[src/core/move_engine_pkg.sv]
// constants and types shared by the memory move engine
package move_engine_pkg;

	localparam int ADDR_W          = 32;
	localparam int DATA_W          = 32;
	localparam int COUNT_W         = 24;
	localparam int REG_SEL_W       = 6;
	localparam int BURST_W         = 3;

	localparam int TYPE_HI         = 31;
	localparam int TYPE_LO         = 30;
	localparam int RSVD_HI         = 29;
	localparam int RSVD_LO         = 24;
	localparam int COUNT_HI        = 23;
	localparam int COUNT_LO        = 0;

	localparam logic [1:0] TYPE_MOVE      = 2'h3;
	localparam logic [5:0] RSVD_ZERO      = 6'h00;
	localparam logic [REG_SEL_W-1:0] FBR_SEL  = 6'h08;
	localparam logic [REG_SEL_W-1:0] TEMP_SEL = 6'h1C;
	localparam logic [REG_SEL_W-1:0] DSB_SEL  = 6'h10;

	localparam logic [BURST_W-1:0] BURST_WORDS = 3'h4;
	localparam logic [ADDR_W-1:0]  WORD_BYTES  = 32'h0000_0004;
	localparam logic [COUNT_W-1:0] WORD_COUNT  = 24'h00_0004;
	localparam logic [ADDR_W-1:0]  ZERO_ADDR   = 32'h0000_0000;
	localparam logic [DATA_W-1:0]  ZERO_DATA   = 32'h0000_0000;
	localparam logic [COUNT_W-1:0] ZERO_COUNT  = 24'h00_0000;
	localparam logic [BURST_W-1:0] ZERO_BURST  = 3'h0;

	typedef enum logic [3:0] {
		ST_IDLE   = 4'b0000,
		ST_SRC    = 4'b0001,
		ST_DST    = 4'b0010,
		ST_CHECK  = 4'b0011,
		ST_READ   = 4'b0100,
		ST_RWAIT  = 4'b0101,
		ST_WRITE  = 4'b0110,
		ST_WWAIT  = 4'b0111,
		ST_DONE   = 4'b1000,
		ST_FAULT  = 4'b1001
	} state_type;

endpackage

[src/core/burst_buffer.sv]
// small word store holding one burst between source read and destination write
`timescale 1ns/1ps
module burst_buffer (
	input  wire logic                                 clk,
	input  wire logic                                 ce,
	input  wire logic                                 wr_en,
	input  wire logic [move_engine_pkg::BURST_W-2:0]  wr_addr,
	input  wire logic [move_engine_pkg::DATA_W-1:0]   wr_data,
	input  wire logic [move_engine_pkg::BURST_W-2:0]  rd_addr,
	output logic      [move_engine_pkg::DATA_W-1:0]   rd_data
);

	logic [move_engine_pkg::DATA_W-1:0] mem [0:3];

	always_ff @(posedge clk) begin
		if (ce) begin
			if (wr_en) begin
				mem[wr_addr] <= wr_data;
			end
			// write-through, so a one-word burst reads back its own word
			if (wr_en && (wr_addr == rd_addr)) begin
				rd_data <= wr_data;
			end else begin
				rd_data <= mem[rd_addr];
			end
		end
	end

endmodule

[src/core/memory_move_engine.sv]
// memory-to-memory move instruction engine
// Notes on behaviour
// (RQ1) top two bits of word one mark a memory move
// (RQ2) nonzero bits 29..24 raise illegal instruction
// (RQ3) byte count is the low 24 bits of word one
// (RQ4) moves may copy internal register values to or from memory
// (RQ5) register-space address selects register by low six bits
// (RQ6) first_byte_received ignores writes from a move
// (RQ7) first_byte_received loads only via internal register instructions
// (RQ8) register accesses obey the same alignment checks
// (RQ9) differing low two address bits raise illegal instruction
// (RQ10) burst from source into fifo, write out, until count zero
// (RQ11) temporary stack and data_structure_base are overwritten
// (RQ12) only direct addresses; no indirection
// (RQ13) word two is source, word three destination
`timescale 1ns/1ps
module memory_move_engine (
	input  wire logic                                   clk,
	input  wire logic                                   reset_n,
	input  wire logic                                   ce,
	input  wire logic                                   instr_valid,
	input  wire logic [move_engine_pkg::DATA_W-1:0]     instr_word,
	output logic                                        instr_ready,
	input  wire logic [move_engine_pkg::ADDR_W-1:0]     reg_base,
	output logic                                        mem_req,
	output logic                                        mem_we,
	output logic      [move_engine_pkg::ADDR_W-1:0]     mem_addr,
	output logic      [move_engine_pkg::DATA_W-1:0]     mem_wdata,
	input  wire logic                                   mem_ack,
	input  wire logic [move_engine_pkg::DATA_W-1:0]     mem_rdata,
	output logic                                        reg_we,
	output logic      [move_engine_pkg::REG_SEL_W-1:0]  reg_sel,
	output logic      [move_engine_pkg::DATA_W-1:0]     reg_wdata,
	input  wire logic [move_engine_pkg::DATA_W-1:0]     reg_rdata,
	input  wire logic                                   fbr_load,
	input  wire logic [7:0]                             fbr_data,
	output logic      [7:0]                             fbr_value,
	output logic      [move_engine_pkg::DATA_W-1:0]     temp_value,
	output logic      [move_engine_pkg::DATA_W-1:0]     dsb_value,
	output logic                                        busy,
	output logic                                        done,
	output logic                                        illegal_instr
);

	// ****************************************************************
	// state
	// ****************************************************************
	move_engine_pkg::state_type                 state_r, state_nxt;
	logic [move_engine_pkg::COUNT_W-1:0]        count_r, count_nxt;
	logic [move_engine_pkg::ADDR_W-1:0]         src_r, src_nxt;
	logic [move_engine_pkg::ADDR_W-1:0]         dst_r, dst_nxt;
	logic [move_engine_pkg::BURST_W-1:0]        fill_r, fill_nxt;
	logic [move_engine_pkg::BURST_W-1:0]        drain_r, drain_nxt;
	logic                                       rsvd_bad_r, rsvd_bad_nxt;
	logic [7:0]                                 fbr_r, fbr_nxt;
	logic                                       instr_ready_nxt, mem_req_nxt, mem_we_nxt;
	logic [move_engine_pkg::ADDR_W-1:0]         mem_addr_nxt;
	logic [move_engine_pkg::DATA_W-1:0]         mem_wdata_nxt, reg_wdata_nxt;
	logic                                       reg_we_nxt, done_nxt, illegal_nxt;
	logic [move_engine_pkg::REG_SEL_W-1:0]      reg_sel_nxt;

	logic                                       buf_we;
	logic [move_engine_pkg::DATA_W-1:0]         buf_wdata, buf_rdata;
	logic                                       src_is_reg, dst_is_reg;

	// chip select: upper address bits match the register window
	assign src_is_reg = (src_r[move_engine_pkg::ADDR_W-1:move_engine_pkg::REG_SEL_W] ==
		reg_base[move_engine_pkg::ADDR_W-1:move_engine_pkg::REG_SEL_W]); // [RQ5]
	assign dst_is_reg = (dst_r[move_engine_pkg::ADDR_W-1:move_engine_pkg::REG_SEL_W] ==
		reg_base[move_engine_pkg::ADDR_W-1:move_engine_pkg::REG_SEL_W]); // [RQ5]

	burst_buffer u_buf (
		.clk     (clk),
		.ce      (ce),
		.wr_en   (buf_we),
		.wr_addr (fill_r[move_engine_pkg::BURST_W-2:0]),
		.wr_data (buf_wdata),
		.rd_addr (drain_nxt[move_engine_pkg::BURST_W-2:0]),
		.rd_data (buf_rdata)
	);

	// ****************************************************************
	// next state
	// ****************************************************************
	always_comb begin
		state_nxt       = state_r;
		count_nxt       = count_r;
		src_nxt         = src_r;
		dst_nxt         = dst_r;
		fill_nxt        = fill_r;
		drain_nxt       = drain_r;
		rsvd_bad_nxt    = rsvd_bad_r;
		fbr_nxt         = fbr_r;
		instr_ready_nxt = 1'b0;
		mem_req_nxt     = 1'b0;
		mem_we_nxt      = 1'b0;
		mem_addr_nxt    = mem_addr;
		mem_wdata_nxt   = mem_wdata;
		reg_we_nxt      = 1'b0;
		reg_sel_nxt     = reg_sel;
		reg_wdata_nxt   = reg_wdata;
		done_nxt        = 1'b0;
		illegal_nxt     = 1'b0;
		buf_we          = 1'b0;
		buf_wdata       = mem_rdata;
		// only the internal register instruction path loads this byte
		if (fbr_load) begin
			fbr_nxt = fbr_data; // [RQ7]
		end
		case (state_r)
			move_engine_pkg::ST_IDLE: begin
				instr_ready_nxt = 1'b1;
				if (instr_valid && instr_ready) begin
					if (instr_word[move_engine_pkg::TYPE_HI:move_engine_pkg::TYPE_LO] ==
						move_engine_pkg::TYPE_MOVE) begin // [RQ1]
						count_nxt    = instr_word[move_engine_pkg::COUNT_HI:move_engine_pkg::COUNT_LO]; // [RQ3]
						rsvd_bad_nxt = (instr_word[move_engine_pkg::RSVD_HI:move_engine_pkg::RSVD_LO] !=
							move_engine_pkg::RSVD_ZERO); // [RQ2]
						state_nxt    = move_engine_pkg::ST_SRC;
					end
				end
			end
			move_engine_pkg::ST_SRC: begin
				instr_ready_nxt = 1'b1;
				if (instr_valid && instr_ready) begin
					src_nxt         = instr_word; // [RQ13] [RQ12] taken as a direct address
					state_nxt       = move_engine_pkg::ST_DST;
				end
			end
			move_engine_pkg::ST_DST: begin
				if (instr_valid && instr_ready) begin
					dst_nxt         = instr_word; // [RQ13]
					instr_ready_nxt = 1'b0;
					state_nxt       = move_engine_pkg::ST_CHECK;
				end else begin
					instr_ready_nxt = 1'b1;
				end
			end
			move_engine_pkg::ST_CHECK: begin
				// alignment applies to register windows too
				if (rsvd_bad_r || (src_r[1:0] != dst_r[1:0])) begin // [RQ2] [RQ9] [RQ8]
					state_nxt = move_engine_pkg::ST_FAULT;
				end else if (count_r == move_engine_pkg::ZERO_COUNT) begin
					state_nxt = move_engine_pkg::ST_DONE;
				end else begin
					fill_nxt  = move_engine_pkg::ZERO_BURST;
					state_nxt = move_engine_pkg::ST_READ;
				end
			end
			move_engine_pkg::ST_READ: begin
				if (src_is_reg) begin
					// register source read straight from the internal file
					buf_we    = 1'b1; // [RQ4] [RQ5]
					buf_wdata = (src_r[move_engine_pkg::REG_SEL_W-1:0] == move_engine_pkg::FBR_SEL) ?
						{24'h00_0000, fbr_r} : reg_rdata;
					reg_sel_nxt = src_r[move_engine_pkg::REG_SEL_W-1:0];
					fill_nxt  = fill_r + 3'h1;
					src_nxt   = src_r + move_engine_pkg::WORD_BYTES;
					count_nxt = (count_r > move_engine_pkg::WORD_COUNT) ?
						count_r - move_engine_pkg::WORD_COUNT : move_engine_pkg::ZERO_COUNT;
					if (fill_nxt == move_engine_pkg::BURST_WORDS || count_nxt == move_engine_pkg::ZERO_COUNT) begin
						drain_nxt = move_engine_pkg::ZERO_BURST;
						state_nxt = move_engine_pkg::ST_WRITE;
					end
				end else begin
					mem_req_nxt  = 1'b1;
					mem_addr_nxt = src_r;
					state_nxt    = move_engine_pkg::ST_RWAIT;
				end
			end
			move_engine_pkg::ST_RWAIT: begin
				mem_req_nxt = !mem_ack;
				if (mem_ack) begin
					buf_we    = 1'b1; // [RQ10]
					fill_nxt  = fill_r + 3'h1;
					src_nxt   = src_r + move_engine_pkg::WORD_BYTES;
					count_nxt = (count_r > move_engine_pkg::WORD_COUNT) ?
						count_r - move_engine_pkg::WORD_COUNT : move_engine_pkg::ZERO_COUNT;
					if (fill_nxt == move_engine_pkg::BURST_WORDS || count_nxt == move_engine_pkg::ZERO_COUNT) begin
						drain_nxt = move_engine_pkg::ZERO_BURST;
						state_nxt = move_engine_pkg::ST_WRITE;
					end else begin
						state_nxt = move_engine_pkg::ST_READ;
					end
				end
			end
			move_engine_pkg::ST_WRITE: begin
				if (dst_is_reg) begin
					// writes aimed at the first-byte register are dropped
					reg_sel_nxt   = dst_r[move_engine_pkg::REG_SEL_W-1:0];
					reg_wdata_nxt = buf_rdata;
					reg_we_nxt    = (dst_r[move_engine_pkg::REG_SEL_W-1:0] != move_engine_pkg::FBR_SEL); // [RQ6] [RQ4]
					dst_nxt       = dst_r + move_engine_pkg::WORD_BYTES;
					drain_nxt     = drain_r + 3'h1;
					if (drain_nxt == fill_r) begin
						state_nxt = (count_r == move_engine_pkg::ZERO_COUNT) ? move_engine_pkg::ST_DONE :
							move_engine_pkg::ST_CHECK;
					end
				end else begin
					mem_req_nxt   = 1'b1;
					mem_we_nxt    = 1'b1;
					mem_addr_nxt  = dst_r;
					mem_wdata_nxt = buf_rdata;
					state_nxt     = move_engine_pkg::ST_WWAIT;
				end
			end
			move_engine_pkg::ST_WWAIT: begin
				mem_req_nxt = !mem_ack;
				mem_we_nxt  = !mem_ack;
				if (mem_ack) begin
					dst_nxt   = dst_r + move_engine_pkg::WORD_BYTES;
					drain_nxt = drain_r + 3'h1;
					if (drain_nxt == fill_r) begin // [RQ10]
						state_nxt = (count_r == move_engine_pkg::ZERO_COUNT) ? move_engine_pkg::ST_DONE :
							move_engine_pkg::ST_CHECK;
					end else begin
						state_nxt = move_engine_pkg::ST_WRITE;
					end
				end
			end
			move_engine_pkg::ST_DONE: begin
				done_nxt  = 1'b1;
				state_nxt = move_engine_pkg::ST_IDLE;
			end
			move_engine_pkg::ST_FAULT: begin
				illegal_nxt = 1'b1;
				state_nxt   = move_engine_pkg::ST_IDLE;
			end
			default: begin
				state_nxt = move_engine_pkg::ST_IDLE;
			end
		endcase
	end

	// ****************************************************************
	// registers
	// ****************************************************************
	always_ff @(posedge clk) begin
		if (!reset_n) begin
			state_r       <= move_engine_pkg::ST_IDLE;
			count_r       <= move_engine_pkg::ZERO_COUNT;
			src_r         <= move_engine_pkg::ZERO_ADDR;
			dst_r         <= move_engine_pkg::ZERO_ADDR;
			fill_r        <= move_engine_pkg::ZERO_BURST;
			drain_r       <= move_engine_pkg::ZERO_BURST;
			rsvd_bad_r    <= 1'b0;
			fbr_r         <= 8'h00;
			instr_ready   <= 1'b0;
			mem_req       <= 1'b0;
			mem_we        <= 1'b0;
			mem_addr      <= move_engine_pkg::ZERO_ADDR;
			mem_wdata     <= move_engine_pkg::ZERO_DATA;
			reg_we        <= 1'b0;
			reg_sel       <= 6'h00;
			reg_wdata     <= move_engine_pkg::ZERO_DATA;
			done          <= 1'b0;
			illegal_instr <= 1'b0;
			busy          <= 1'b0;
			fbr_value     <= 8'h00;
			temp_value    <= move_engine_pkg::ZERO_DATA;
			dsb_value     <= move_engine_pkg::ZERO_DATA;
		end else if (ce) begin
			state_r       <= state_nxt;
			count_r       <= count_nxt;
			src_r         <= src_nxt;
			dst_r         <= dst_nxt;
			fill_r        <= fill_nxt;
			drain_r       <= drain_nxt;
			rsvd_bad_r    <= rsvd_bad_nxt;
			fbr_r         <= fbr_nxt;
			instr_ready   <= instr_ready_nxt && (state_nxt == state_r || state_nxt == move_engine_pkg::ST_SRC ||
				state_nxt == move_engine_pkg::ST_DST);
			mem_req       <= mem_req_nxt;
			mem_we        <= mem_we_nxt;
			mem_addr      <= mem_addr_nxt;
			mem_wdata     <= mem_wdata_nxt;
			reg_we        <= reg_we_nxt;
			reg_sel       <= reg_sel_nxt;
			reg_wdata     <= reg_wdata_nxt;
			done          <= done_nxt;
			illegal_instr <= illegal_nxt;
			busy          <= (state_nxt != move_engine_pkg::ST_IDLE);
			fbr_value     <= fbr_nxt;
			// working copies; previous contents are lost by design
			temp_value    <= src_nxt; // [RQ11]
			dsb_value     <= dst_nxt; // [RQ11]
		end
	end

endmodule

[config.mk]
export PLATFORM = sky130hd
export DESIGN_NAME = memory_move_engine
export DESIGN_NICKNAME = d
export VERILOG_FILES = /design/src/core/move_engine_pkg.sv /design/src/core/burst_buffer.sv /design/src/core/memory_move_engine.sv
export SDC_FILE = /design/constraint.sdc
export NUM_CORES = 1
export LEC_CHECK = 0
export BUFFER_PORTS_ARGS = -buffer_cell sky130_fd_sc_hd__buf_4
export CAP_MARGIN = 20
export CORE_ASPECT_RATIO = 0.6
export CORE_MARGIN = 3
export CORE_UTILIZATION = 40
export DETAILED_ROUTE_END_ITERATION = 10
export GPL_ROUTABILITY_DRIVEN = 0
export HOLD_SLACK_MARGIN = 0.12
export PLACE_DENSITY = 0.67
export SYNTH_ARGS = -nofsm -noshare
export SYNTH_HDL_FRONTEND = slang
export SYNTH_SLANG_ARGS = --single-unit
[constraint.sdc]
create_clock -name clk -period 5.1 [get_ports clk]
set_input_delay 0.255 -clock clk [delete_from_list [all_inputs] [get_ports clk]]
set_output_delay 0.255 -clock clk [all_outputs]
set_load 0.02 [all_outputs]
# After elaboration in Yosys (flattened, before gate mapping)
# Memories as Yosys holds them, arrays and structs flattened. A register that Yosys moved wholly into a read port is not among the register bits.
# Cells that the tools add are included.
# op_classes
eq_ne,32
n_reduce_logical,31
muxes,65
n_bitwise,1
addsub,5
magnitude_cmp,1
# ops
cell,count
2-to-1 mux 32 bit,10
one-hot mux 32 bit (3 select lines),2
2-to-1 mux 24 bit,5
one-hot mux 24 bit (3 select lines),1
adder 32 x 3 -> 32 bit (second input constant),2
one-hot mux 32 bit (2 select lines),1
2-to-1 mux 4 bit,14
equality test 26 bit,2
logical NOT 24 bit,2
one-hot mux 4 bit (8 select lines),1
2-to-1 mux 3 bit,9
> comparator 24 x 3 -> 1 bit (second input constant),1
!= test 2 bit (second input constant),12
subtractor 24 x 3 -> 24 bit (second input constant),1
AND reduction 6 bit,3
equality test 4 x 3 -> 1 bit (second input constant),4
equality test 4 x 2 -> 1 bit (second input constant),3
2-to-1 mux 1 bit,12
2-to-1 mux 6 bit,2
one-hot mux 3 bit (4 select lines),1
one-hot mux 6 bit (2 select lines),1
AND reduction 4 bit,3
nonzero test 3 bit,4
AND reduction 5 bit,2
25 further kinds,37
# word_totals
ff_bits,216
ram_bits,128
n_memories,1
inputBits,142
out_inout_bits,181
wordCells,156
# mem_list
name,depth,word_bits,read_ports,rd_ports_with_merged_regs,write_ports,line,rtl
u_buf.mem,4,32,1,1,1,burst_buffer.sv:13,logic [move_engine_pkg::DATA_W-1:0] mem [0:3];

# Depth between registers and ports, before layout
# Gate-level depths: netlist of the first run.
# depth
ltp_word,11
mapped_depth,14
ltp_nobuf,11

# By module
# A second synthesis of the first run with hierarchy kept.
# hier_totals
cells_unflattened,1806
hier_area_um2,18066.1
# by_module_without_submodules
module,cells_per_inst,area_per_inst_um2,seq_area_each_um2,instances
memory_move_engine,1561,12010.3,4324.1,1
burst_buffer,245,6055.8,4804.6,1

# Least setup slack after synthesis of the first run
# Ideal clock, no wire load.
# synth_timing
path_kind,register -> register
from,register src_r[12] in the netlist's numbering
to,"memory u_buf.mem[0][0] in the netlist's numbering, enable pin"
period_less_slack_ns,4.057
path_stages_with_launch,10
required_time_ns,4.679
setup_ns,0.421
path_buffers,3
arrival_ns,3.636
setup_slack_ns,1.043
path_cell_list,dfxtp_1 -> clkbuf_1 -> xor2_1 -> nor4_1 -> nand4_1 -> o31a_1 -> or3_1 -> clkbuf_1 -> clkbuf_1 -> nor2_1
# synth_via
elab_chain_cells,6
# synth_rtl
item,line,rtl
from (decl),memory_move_engine.sv:50,"logic [move_engine_pkg::ADDR_W-1:0] src_r, src_nxt;"
from (signal assigned),memory_move_engine.sv:242,src_r <= move_engine_pkg::ZERO_ADDR;
from (signal assigned),memory_move_engine.sv:265,src_r <= src_nxt;
equality test 26 bit,memory_move_engine.sv:67,assign src_is_reg = (src_r[move_engine_pkg::ADDR_W-1:move_engine_pkg::REG_SEL_W] ==
2-to-1 mux 1 bit,memory_move_engine.sv:151,if (src_is_reg) begin
one-hot mux 1 bit (2 select lines),memory_move_engine.sv:110,case (state_r)
2-to-1 mux 1 bit,burst_buffer.sv:17,if (wr_en) begin
2-to-1 mux 1 bit,burst_buffer.sv:16,if (ce) begin
2-to-1 mux 1 bit (implied by the code),burst_buffer.sv:18,mem[wr_addr] <= wr_data;
to (decl),burst_buffer.sv:13,
# No other way between the ends.

# Final worst setup path of the first run
# layout_timing
from,register count_r[2] in the netlist's numbering
to,register u_buf.rd_data[5] in the netlist's numbering (read register of u_buf.mem) (data pin)
# layout_via
elab_chain_cells,7
elab_cells_between_ends,9
cone_classes,1 x add/sub; 1 x order compare; 5 x mux; 2 x reduce/logical
# layout_rtl
item,line,rtl
from (decl),memory_move_engine.sv:49,"logic [move_engine_pkg::COUNT_W-1:0] count_r, count_nxt;"
from (signal assigned),memory_move_engine.sv:241,count_r <= move_engine_pkg::ZERO_COUNT;
from (signal assigned),memory_move_engine.sv:264,count_r <= count_nxt;
subtractor 24 x 3 -> 24 bit or > comparator 24 x 3 -> 1 bit (tied branches),--,
2-to-1 mux 24 bit (*),"memory_move_engine.sv:159, memory_move_engine.sv:177",
logical NOT 24 bit (*),"memory_move_engine.sv:161, memory_move_engine.sv:179",
logical OR 1 bit (*),"memory_move_engine.sv:161, memory_move_engine.sv:179",
2-to-1 mux 3 bit (*),"memory_move_engine.sv:161, memory_move_engine.sv:179",
"2-to-1 mux 3 bit, on equally long branches","memory_move_engine.sv:173, memory_move_engine.sv:151",
one-hot mux 3 bit (4 select lines) (*),memory_move_engine.sv:110,
to (decl),burst_buffer.sv:10,output logic [move_engine_pkg::DATA_W-1:0] rd_data
# Every way passes the cells marked *; elsewhere a longest branch is shown, timed or not. The select of a mux whose other input is x is not followed.
# A chain may end at the register's enable or synchronous reset.

==> impl_metrics.csv, run 1 <==
group,metric,value,unit
floorplanning,fp.coreArea,43800,um2
flow_run,cap_violations,0,
route,vias_per_cell,5.70,
yosys,syn_area_per_cell,9.58,um2
power_and_ir_drop,p_sw,1770,uW
power_and_ir_drop,power_frac_comb,11.1,%
global_routing,grt_pass1_vias,15000,
run_status,status,"finished, final reports clean",
floorplanning,start_util,41.0,%
yosys,synth_top_family_by_area,"simple AND/OR/NAND/NOR gates",
clock_network,cts_tree,"yes",
placement,dp.cells,2672,
yosys,synthMuxAreaShare,10.9,%
yosys,synth_xor_area_share,3.71,%
setup_path,critical_path_class,"reg -> reg",
yosys,yosysWarnings,0,
setup_path,start_kind,"flip-flop",
yosys,syn-num-nets,2029,
power_and_ir_drop,p_sw_share,25.8,%
layout,antenna_cells,0,
power_and_ir_drop,p_int,5090,uW
min_path,hp-class,"in -> reg",
min_path,holdPathStages,3,
timing,fin_worst_skew,0.0216,ns
yosys,ys_types,69,
layout,regArea,9130,um2
timing,finalHoldViolCount,0,
floorplanning,die_area,47500,um2
floorplanning,io_pins,323,
yosys,synth-simple-area-share,16.3,%
setup_path,r2r_slack,0.93,ns
placement,placement.io_buffers,316,
layout,drive_above_1_share,21.5,%
timing,rsz0062_at_grt,"false",
floorplanning,die_h,170,um
yosys,seq_area_frac_synth,50.9,%
global_routing,grt_util_all_layers,23.9,%
timing,setup_violations,0,
placement,dp.final_hpwl,41100,um
layout,layout.nets,2339,
layout,final_cell_count_no_fill,2793,
yosys,ys.flop_type,"dfxtp_1",
timing,setup_tns,0,ns
power_and_ir_drop,leakagePower,0.00879,uW
route,wl_per_cell,21.2,um
clock_network,cts_resized,0,
route,drcViolationCount,0,
placement,place_ws,0.991,ns
power_and_ir_drop,peakVddDrop,0.000215,V
yosys,syn_inst,1874,
global_routing,overflow,0,
timing,post-route-min-period,4.17,ns
clock_network,h-tree-depth,2,
yosys,synth_adder_area_share,0.906,%
yosys,synth_compound_area_share,13.9,%
timing,hold_slack,0.143,ns
setup_path,critical_path_arrival,4.45,ns
floorplanning,die_x,279,um
clock_network,clk_pin_slew,0.06,ns
layout,final_util,51.7,%
global_routing,grt_max_degree,134,
layout,final_cell_mix,"buf_4 (354), nand2_1 (274), dfxtp_1 (216)",
route,drt_wl_total,59200,um
clock_network,cts_buffers,39,
setup_path,rr_startpoint,"count_r[2]",
global_routing,grt_pass1_wl,88900,um
setup_path,path_max_fanout,32,
clock_network,numClockSinks,376,
timing,max-slew-margin-rel,27.8,%
yosys,synth-seq-cells,376,
clock_network,cts-root-buf,"clkbuf_16",
power_and_ir_drop,power_frac_clock,41.5,%
route,first_iter_violations,1806,
route,dr_total_vias,15900,
yosys,synth_edf_count,160,
min_path,hold_start,"instr_word[18]",
global_routing,antenna_found_initial,4,
timing,layout_setup_ws,0.929,ns
clock_network,cts_buffer_depth,3,
layout,multi_input_area,8280,um2
yosys,async_flop_share,0,%
setup_path,endpoint_kind,"flip-flop",
timing,final_max_slew_viol_count,0,
power_and_ir_drop,powerDensity,303,nW/um2
setup_path,worstPathRequired,5.38,ns
layout,syn_to_final_growth,26.1,%
min_path,min_to,"dst_r[18]",
layout,final_common_cell,"buf_4",
power_and_ir_drop,p_seq_share,47.4,%
timing,max_freq,240,MHz
route,first_pass_iters,6,
yosys,synthesis.area,17900,um2
route,drtAntennaViolNets,0,
floorplanning,rows,59,
setup_path,r2r_end,"u_buf.rd_data[5]",
setup_path,reg2reg_depth,12,
timing,fin_crit_sh,81.8,%
clock_network,clock_latency,0.55,ns
layout,n_fill_cell,3972,
timing,worst_pin_slew,1.08,ns
[power groups by stage]
stage | clock [uW] | combinational (uW) | sequential (uW)
CTS | 2900 | 743 | 3250
global route | 3020 | 821 | 3260
finish | 2850 | 762 | 3250
floorplan | 0 | 380 | 3330
global placement | 0 | 695 | 3310
detailed placement | 0 | 711 | 3320
[metal layers]
metal  vias up  GRT usage, %  wire length, um
li1       7378             -                -
met1      7618          35.7            27100
met2       791          34.3            24500
met3       133          6.20             5950
met4         4          6.35             1560
met5         -             0               24
[worst max path at each step]
stage	cells past startpoint	endpoint	slack, ns	start
after floorplan	9	u_buf.mem[0][0]	1.04	src_r[12]
after global placement	12	u_buf.rd_data[5]	1.05	count_r[2]
after detailed placement	12	u_buf.rd_data[4]	0.99	count_r[2]
after CTS	12	u_buf.rd_data[4]	0.97	count_r[2]
after global routing	12	u_buf.rd_data[4]	0.69	count_r[2]
final	12	u_buf.rd_data[5]	0.93	count_r[2]
[repair_timing]
action,4_1_cts,5_1_grt
hold endpoints to repair,67,0
hold buffers,47,0
buffers inserted,0,0
[area by class of cell]
class	count	area share [%]
Clock buffer	55	4.98
Clock inverter	16	0.569
Inverter	16	0.287
Multi-Input combinational cell	1347	36.6
Sequential cell	376	40.3
Tap cell	579	3.20
Timing Repair Buffer	404	14.1
[cell families (layout without fill, tap and decap cells)]
family	count (synthesis)	after routing
adders and majority gates	13	13
DFF	376	376
muxes	191	191
and+or+nand+nor	670	670
buffers and inverters	151	491
xor gates and xnor gates	76	76
AOI/OAI and AO/OA	397	397
[sequential cells by signal (all words and copies together) (netlist names), 3 cells and up]
| name | flops |
|---|---|
| reg_wdata | 32 |
| fill_r | 3 |
| reg_sel | 6 |
| drain_r | 3 |
| u_buf.mem | 128 |
| dst_r | 32 |
| mem_wdata | 32 |
| state_r | 4 |
| count_r | 24 |
| u_buf.rd_data | 32 |
| mem_addr | 32 |
| src_r | 32 |
| fbr_r | 8 |
[critical path: stages, from the launching register on]
cell and delay, ns:
dfxtp_1 0.39, inv_1 0.13, ha_1 0.37, or3b_1 0.42, nor4_1 0.30, xnor2_1 0.22
o2111ai_1 0.29, o21ai_2 0.39, a31oi_4 0.16, xnor2_1 0.18, nor3_4 0.16, buf_4 0.49
mux2_2 0.40
[cell usage after synthesis (15+ instances only)]
library cell / n / area, um2
nand2_1: 275 / 1030
dfxtp_1: 216 / 4320
nor2_1: 209 / 785
edfxtp_1: 160 / 4800
mux2i_1: 154 / 1540
a21oi_1: 127 / 636
o21ai_0: 124 / 621
clkbuf_1: 115 / 432
xor2_1: 66 / 578
nand3_1: 51 / 255
nor3_1: 34 / 170
mux2_2: 31 / 349
a311oi_1: 30 / 263
nor4_1: 28 / 175
a22oi_1: 21 / 158
inv_1: 15 / 56.3
[stage by stage]
step           area (um2)  total power, uW
6_report            22600             6860
2_1_floorplan       17900             3710
5_1_grt             22600             7100
3_5_place_dp        20900             4030
4_1_cts             22600             6900
3_3_place_gp        20900             4010
Note: power is estimated with default switching activity, not from simulation.
==> inputs of run 2 (changes only) <==
- ABC_AREA: default -> 1
- PLACE_DENSITY: 0.67 -> 0.69
- clock period: 5.1 -> 3.6 ns (I/O delays scaled with it)
==> run 2 against run 1 <==
Compared with the run above:
- clock skew decreased by 0.0017 ns
- count of clock-buffer cells in the layout decreased by 5
- wire length increased by 17%
- cell area increased by 8.9%
- combinational power increased to 2.7 times the previous value
- utilization increased by 0.89 points
- global-route usage increased by 2.6 points
- die area increased by 6.9%
- critical path type unchanged
- largest cell class unchanged
- highest routed layer unchanged
==> impl_metrics.csv, run 2 <==
group,metric,value,unit
route,dr_total_vias,19500,
power_and_ir_drop,peakVddDrop,0.000285,V
setup_path,worstPathRequired,3.85,ns
yosys,synthTopCellsByCount,"nand2_1 (523), inv_1 (305), nand3_1 (299), nor2_1 (234), dfxtp_1 (216)",
setup_path,cpPeakStageDelay,0.66,ns
yosys,synthTopCellsByArea,"edfxtp_1 (25%), dfxtp_1 (22%), nand2_1 (10%)",
floorplanning,die_area,50800,um2
layout,largest_reg_flops,128,
route,first_iter_violations,2389,
route,drt_wl_total,69400,um
global_routing,grt_pass1_wl,106000,um
layout,final_util,52.6,%
timing,max-slew-margin-rel,43.3,%
layout,final_cell_mix,"nand2_1 (523), buf_4 (370), inv_1 (302)",
layout,final_common_cell,"nand2_1",
yosys,syn-num-nets,2676,
layout,regMostFlops,"u_buf.mem",
yosys,ys.flop_type,"dfxtp_1",
setup_path,start_kind,"flip-flop",
floorplanning,start_util,41.0,%
setup_path,critical_path_arrival,3.75,ns
layout,layout.nets,3043,
setup_path,cpMaxStageDelayCell,"dlygate4sd3_1",
yosys,ys_types,52,
global_routing,grt_util_all_layers,26.6,%
route,wl_per_cell,19.5,um
power_and_ir_drop,p_seq_share,43.6,%
yosys,synth_top_cell_by_area,"edfxtp_1",
power_and_ir_drop,p_sw,3280,uW
global_routing,grt_max_degree,78,
timing,fin_crit_sh,97.1,%
route,vias_per_cell,5.50,
timing,setup_violations,0,
yosys,synth_edf_count,160,
route,drtAntennaViolNets,0,
yosys,async_flop_share,0,%
route,first_pass_iters,6,
power_and_ir_drop,powerDensity,447,nW/um2
timing,final_max_slew_viol_count,0,
route,drcViolationCount,0,
power_and_ir_drop,p_sw_share,29.7,%
timing,post-route-min-period,3.49,ns
layout,syn_to_final_growth,28.2,%
timing,worst_pin_slew,0.850,ns
yosys,syn_area_per_cell,7.63,um2
yosys,yosysWarnings,0,
setup_path,critical_path_class,"reg -> reg",
power_and_ir_drop,p_int,7750,uW
setup_path,path_cells,"inv_1 > nand2_1 > nand4_1 > nor4_1 > and2_1 > nand2_1 > nor2_4 > inv_2 > buf_4 > nand2_1 > nand2_1 > dlygate4sd3_1",
clock_network,cts-root-buf,"clkbuf_16",
timing,max_freq,286,MHz
global_routing,overflow,0,
power_and_ir_drop,power_frac_comb,19.0,%
clock_network,cts_buffer_depth,3,
placement,placement.io_buffers,316,
timing,finalHoldViolCount,0,
min_path,hp-class,"in -> reg",
flow_run,cap_violations,0,
setup_path,endpoint_kind,"flip-flop",
yosys,syn_inst,2521,
placement,dp.final_hpwl,48200,um
clock_network,clk_pin_slew,0.06,ns
yosys,seq_area_frac_synth,47.5,%
clock_network,cts_buffers,38,
clock_network,numClockSinks,376,
global_routing,antenna_found_initial,7,
yosys,yosysMostFrequentCell,"nand2_1",
floorplanning,die_h,176,um
placement,place_ws,0.243,ns
clock_network,cts_tree,"yes",
setup_path,path_max_fanout,21,
clock_network,h-tree-depth,2,
floorplanning,die_x,289,um
timing,layout_setup_ws,0.106,ns
power_and_ir_drop,leakagePower,0.0107,uW
yosys,yosys.area.top_type_share,25.0,%
floorplanning,fp.coreArea,46900,um2
floorplanning,io_pins,323,
global_routing,grt_pass1_vias,18100,
power_and_ir_drop,power_frac_clock,37.4,%
floorplanning,rows,61,
yosys,synth-seq-cells,376,
clock_network,postCtsSetupRepairBufs,0,
timing,fin_worst_skew,0.0200,ns
setup_path,timing.critical_path.mode_cell,"nand2_1",
layout,drive_above_1_share,17.2,%
yosys,synthesis.area,19200,um2
clock_network,clock_latency,0.55,ns
run_status,status,"finished, final reports clean",
## run 2: final timing paths
check / slack (ns) / endpoint / start / cells after the start
worst min-delay path: 0.12 / u_buf.mem[1][2] / mem_rdata[2] / 3
worst max-delay path: 0.11 / u_buf.mem[3][18] / src_r[28] / 12
worst max register to register: 0.11 / u_buf.mem[3][18] / src_r[28] / 12
worst min register to register: 0.46 / mem_addr[0] / mem_addr[0] / 2
## run 2: stage by stage
step / setup TNS, ns / total power (uW) / instances / hold slack [ns] / cell area, um2
after floorplan: -19.40 / 6040 / 2521 / 0.292 / 19200
after global placement: 0 / 6780 / 3385 / 0.431 / 22400
after detailed placement: 0 / 6820 / 3386 / 0.443 / 22400
after CTS: 0 / 11000 / 3546 / 0.122 / 24600
after global routing: -0.0131 / 11500 / 3552 / 0.131 / 24700
final: 0 / 11000 / 3552 / 0.124 / 24700
## run 2: final cells by class
type / instances / area (um2)
Fill cell: 4265 / 22200
Multi-Input combinational cell: 1683 / 8320
Inverter: 316 / 1190
Clock buffer: 50 / 1060
Clock inverter: 19 / 215
Timing Repair Buffer: 473 / 3940
Antenna cell: 5 / 12.5
Tap cell: 630 / 788
Sequential cell: 376 / 9130
## run 2: cell families (layout without fill, tap and decap cells)
family / Yosys count / after routing / share of synthesized area [%]
and+or+nand+nor: 1165 / 1165 / 26.1
buffers and inverters: 462 / 858 / 9.66
AOI/OAI and AO/OA: 439 / 439 / 12.9
DFF: 376 / 376 / 47.5
xor gates and xnor gates: 65 / 65 / 2.96
adders and majority gates: 13 / 13 / 0.846
muxes: 1 / 1 / 0.0521
other: 0 / 5 / 0
## run 2: power by group through the flow
stage	logic (uW)	clock network [uW]	registers, uW
2_1_floorplan	1140	0	4910
3_3_place_gp	1890	0	4890
3_5_place_dp	1930	0	4890
4_1_cts	2020	4180	4800
5_1_grt	2280	4370	4820
6_report	2090	4130	4810
## run 2: repair_timing
action | in CTS | in global routing
hold buffers | 91 | 0
resized for setup | 0 | 9
setup endpoints to repair | 0 | 34
hold endpoints to repair | 174 | 0
## run 2: critical path, delay by kind of cell, from the launching register on
family | cells | cell delay, ns
simple gates | 8 | 1.47
buf+inv | 4 | 1.25
flops | 1 | 0.47
## run 2: layer usage
layer	vias up	share of wire [%]	track usage, %
li1	9098	-	-
met1	9022	43	38.6
met3	184	12	6.39
met5	-	0.040	0
met2	1212	43	39.1
met4	4	3.0	7.89
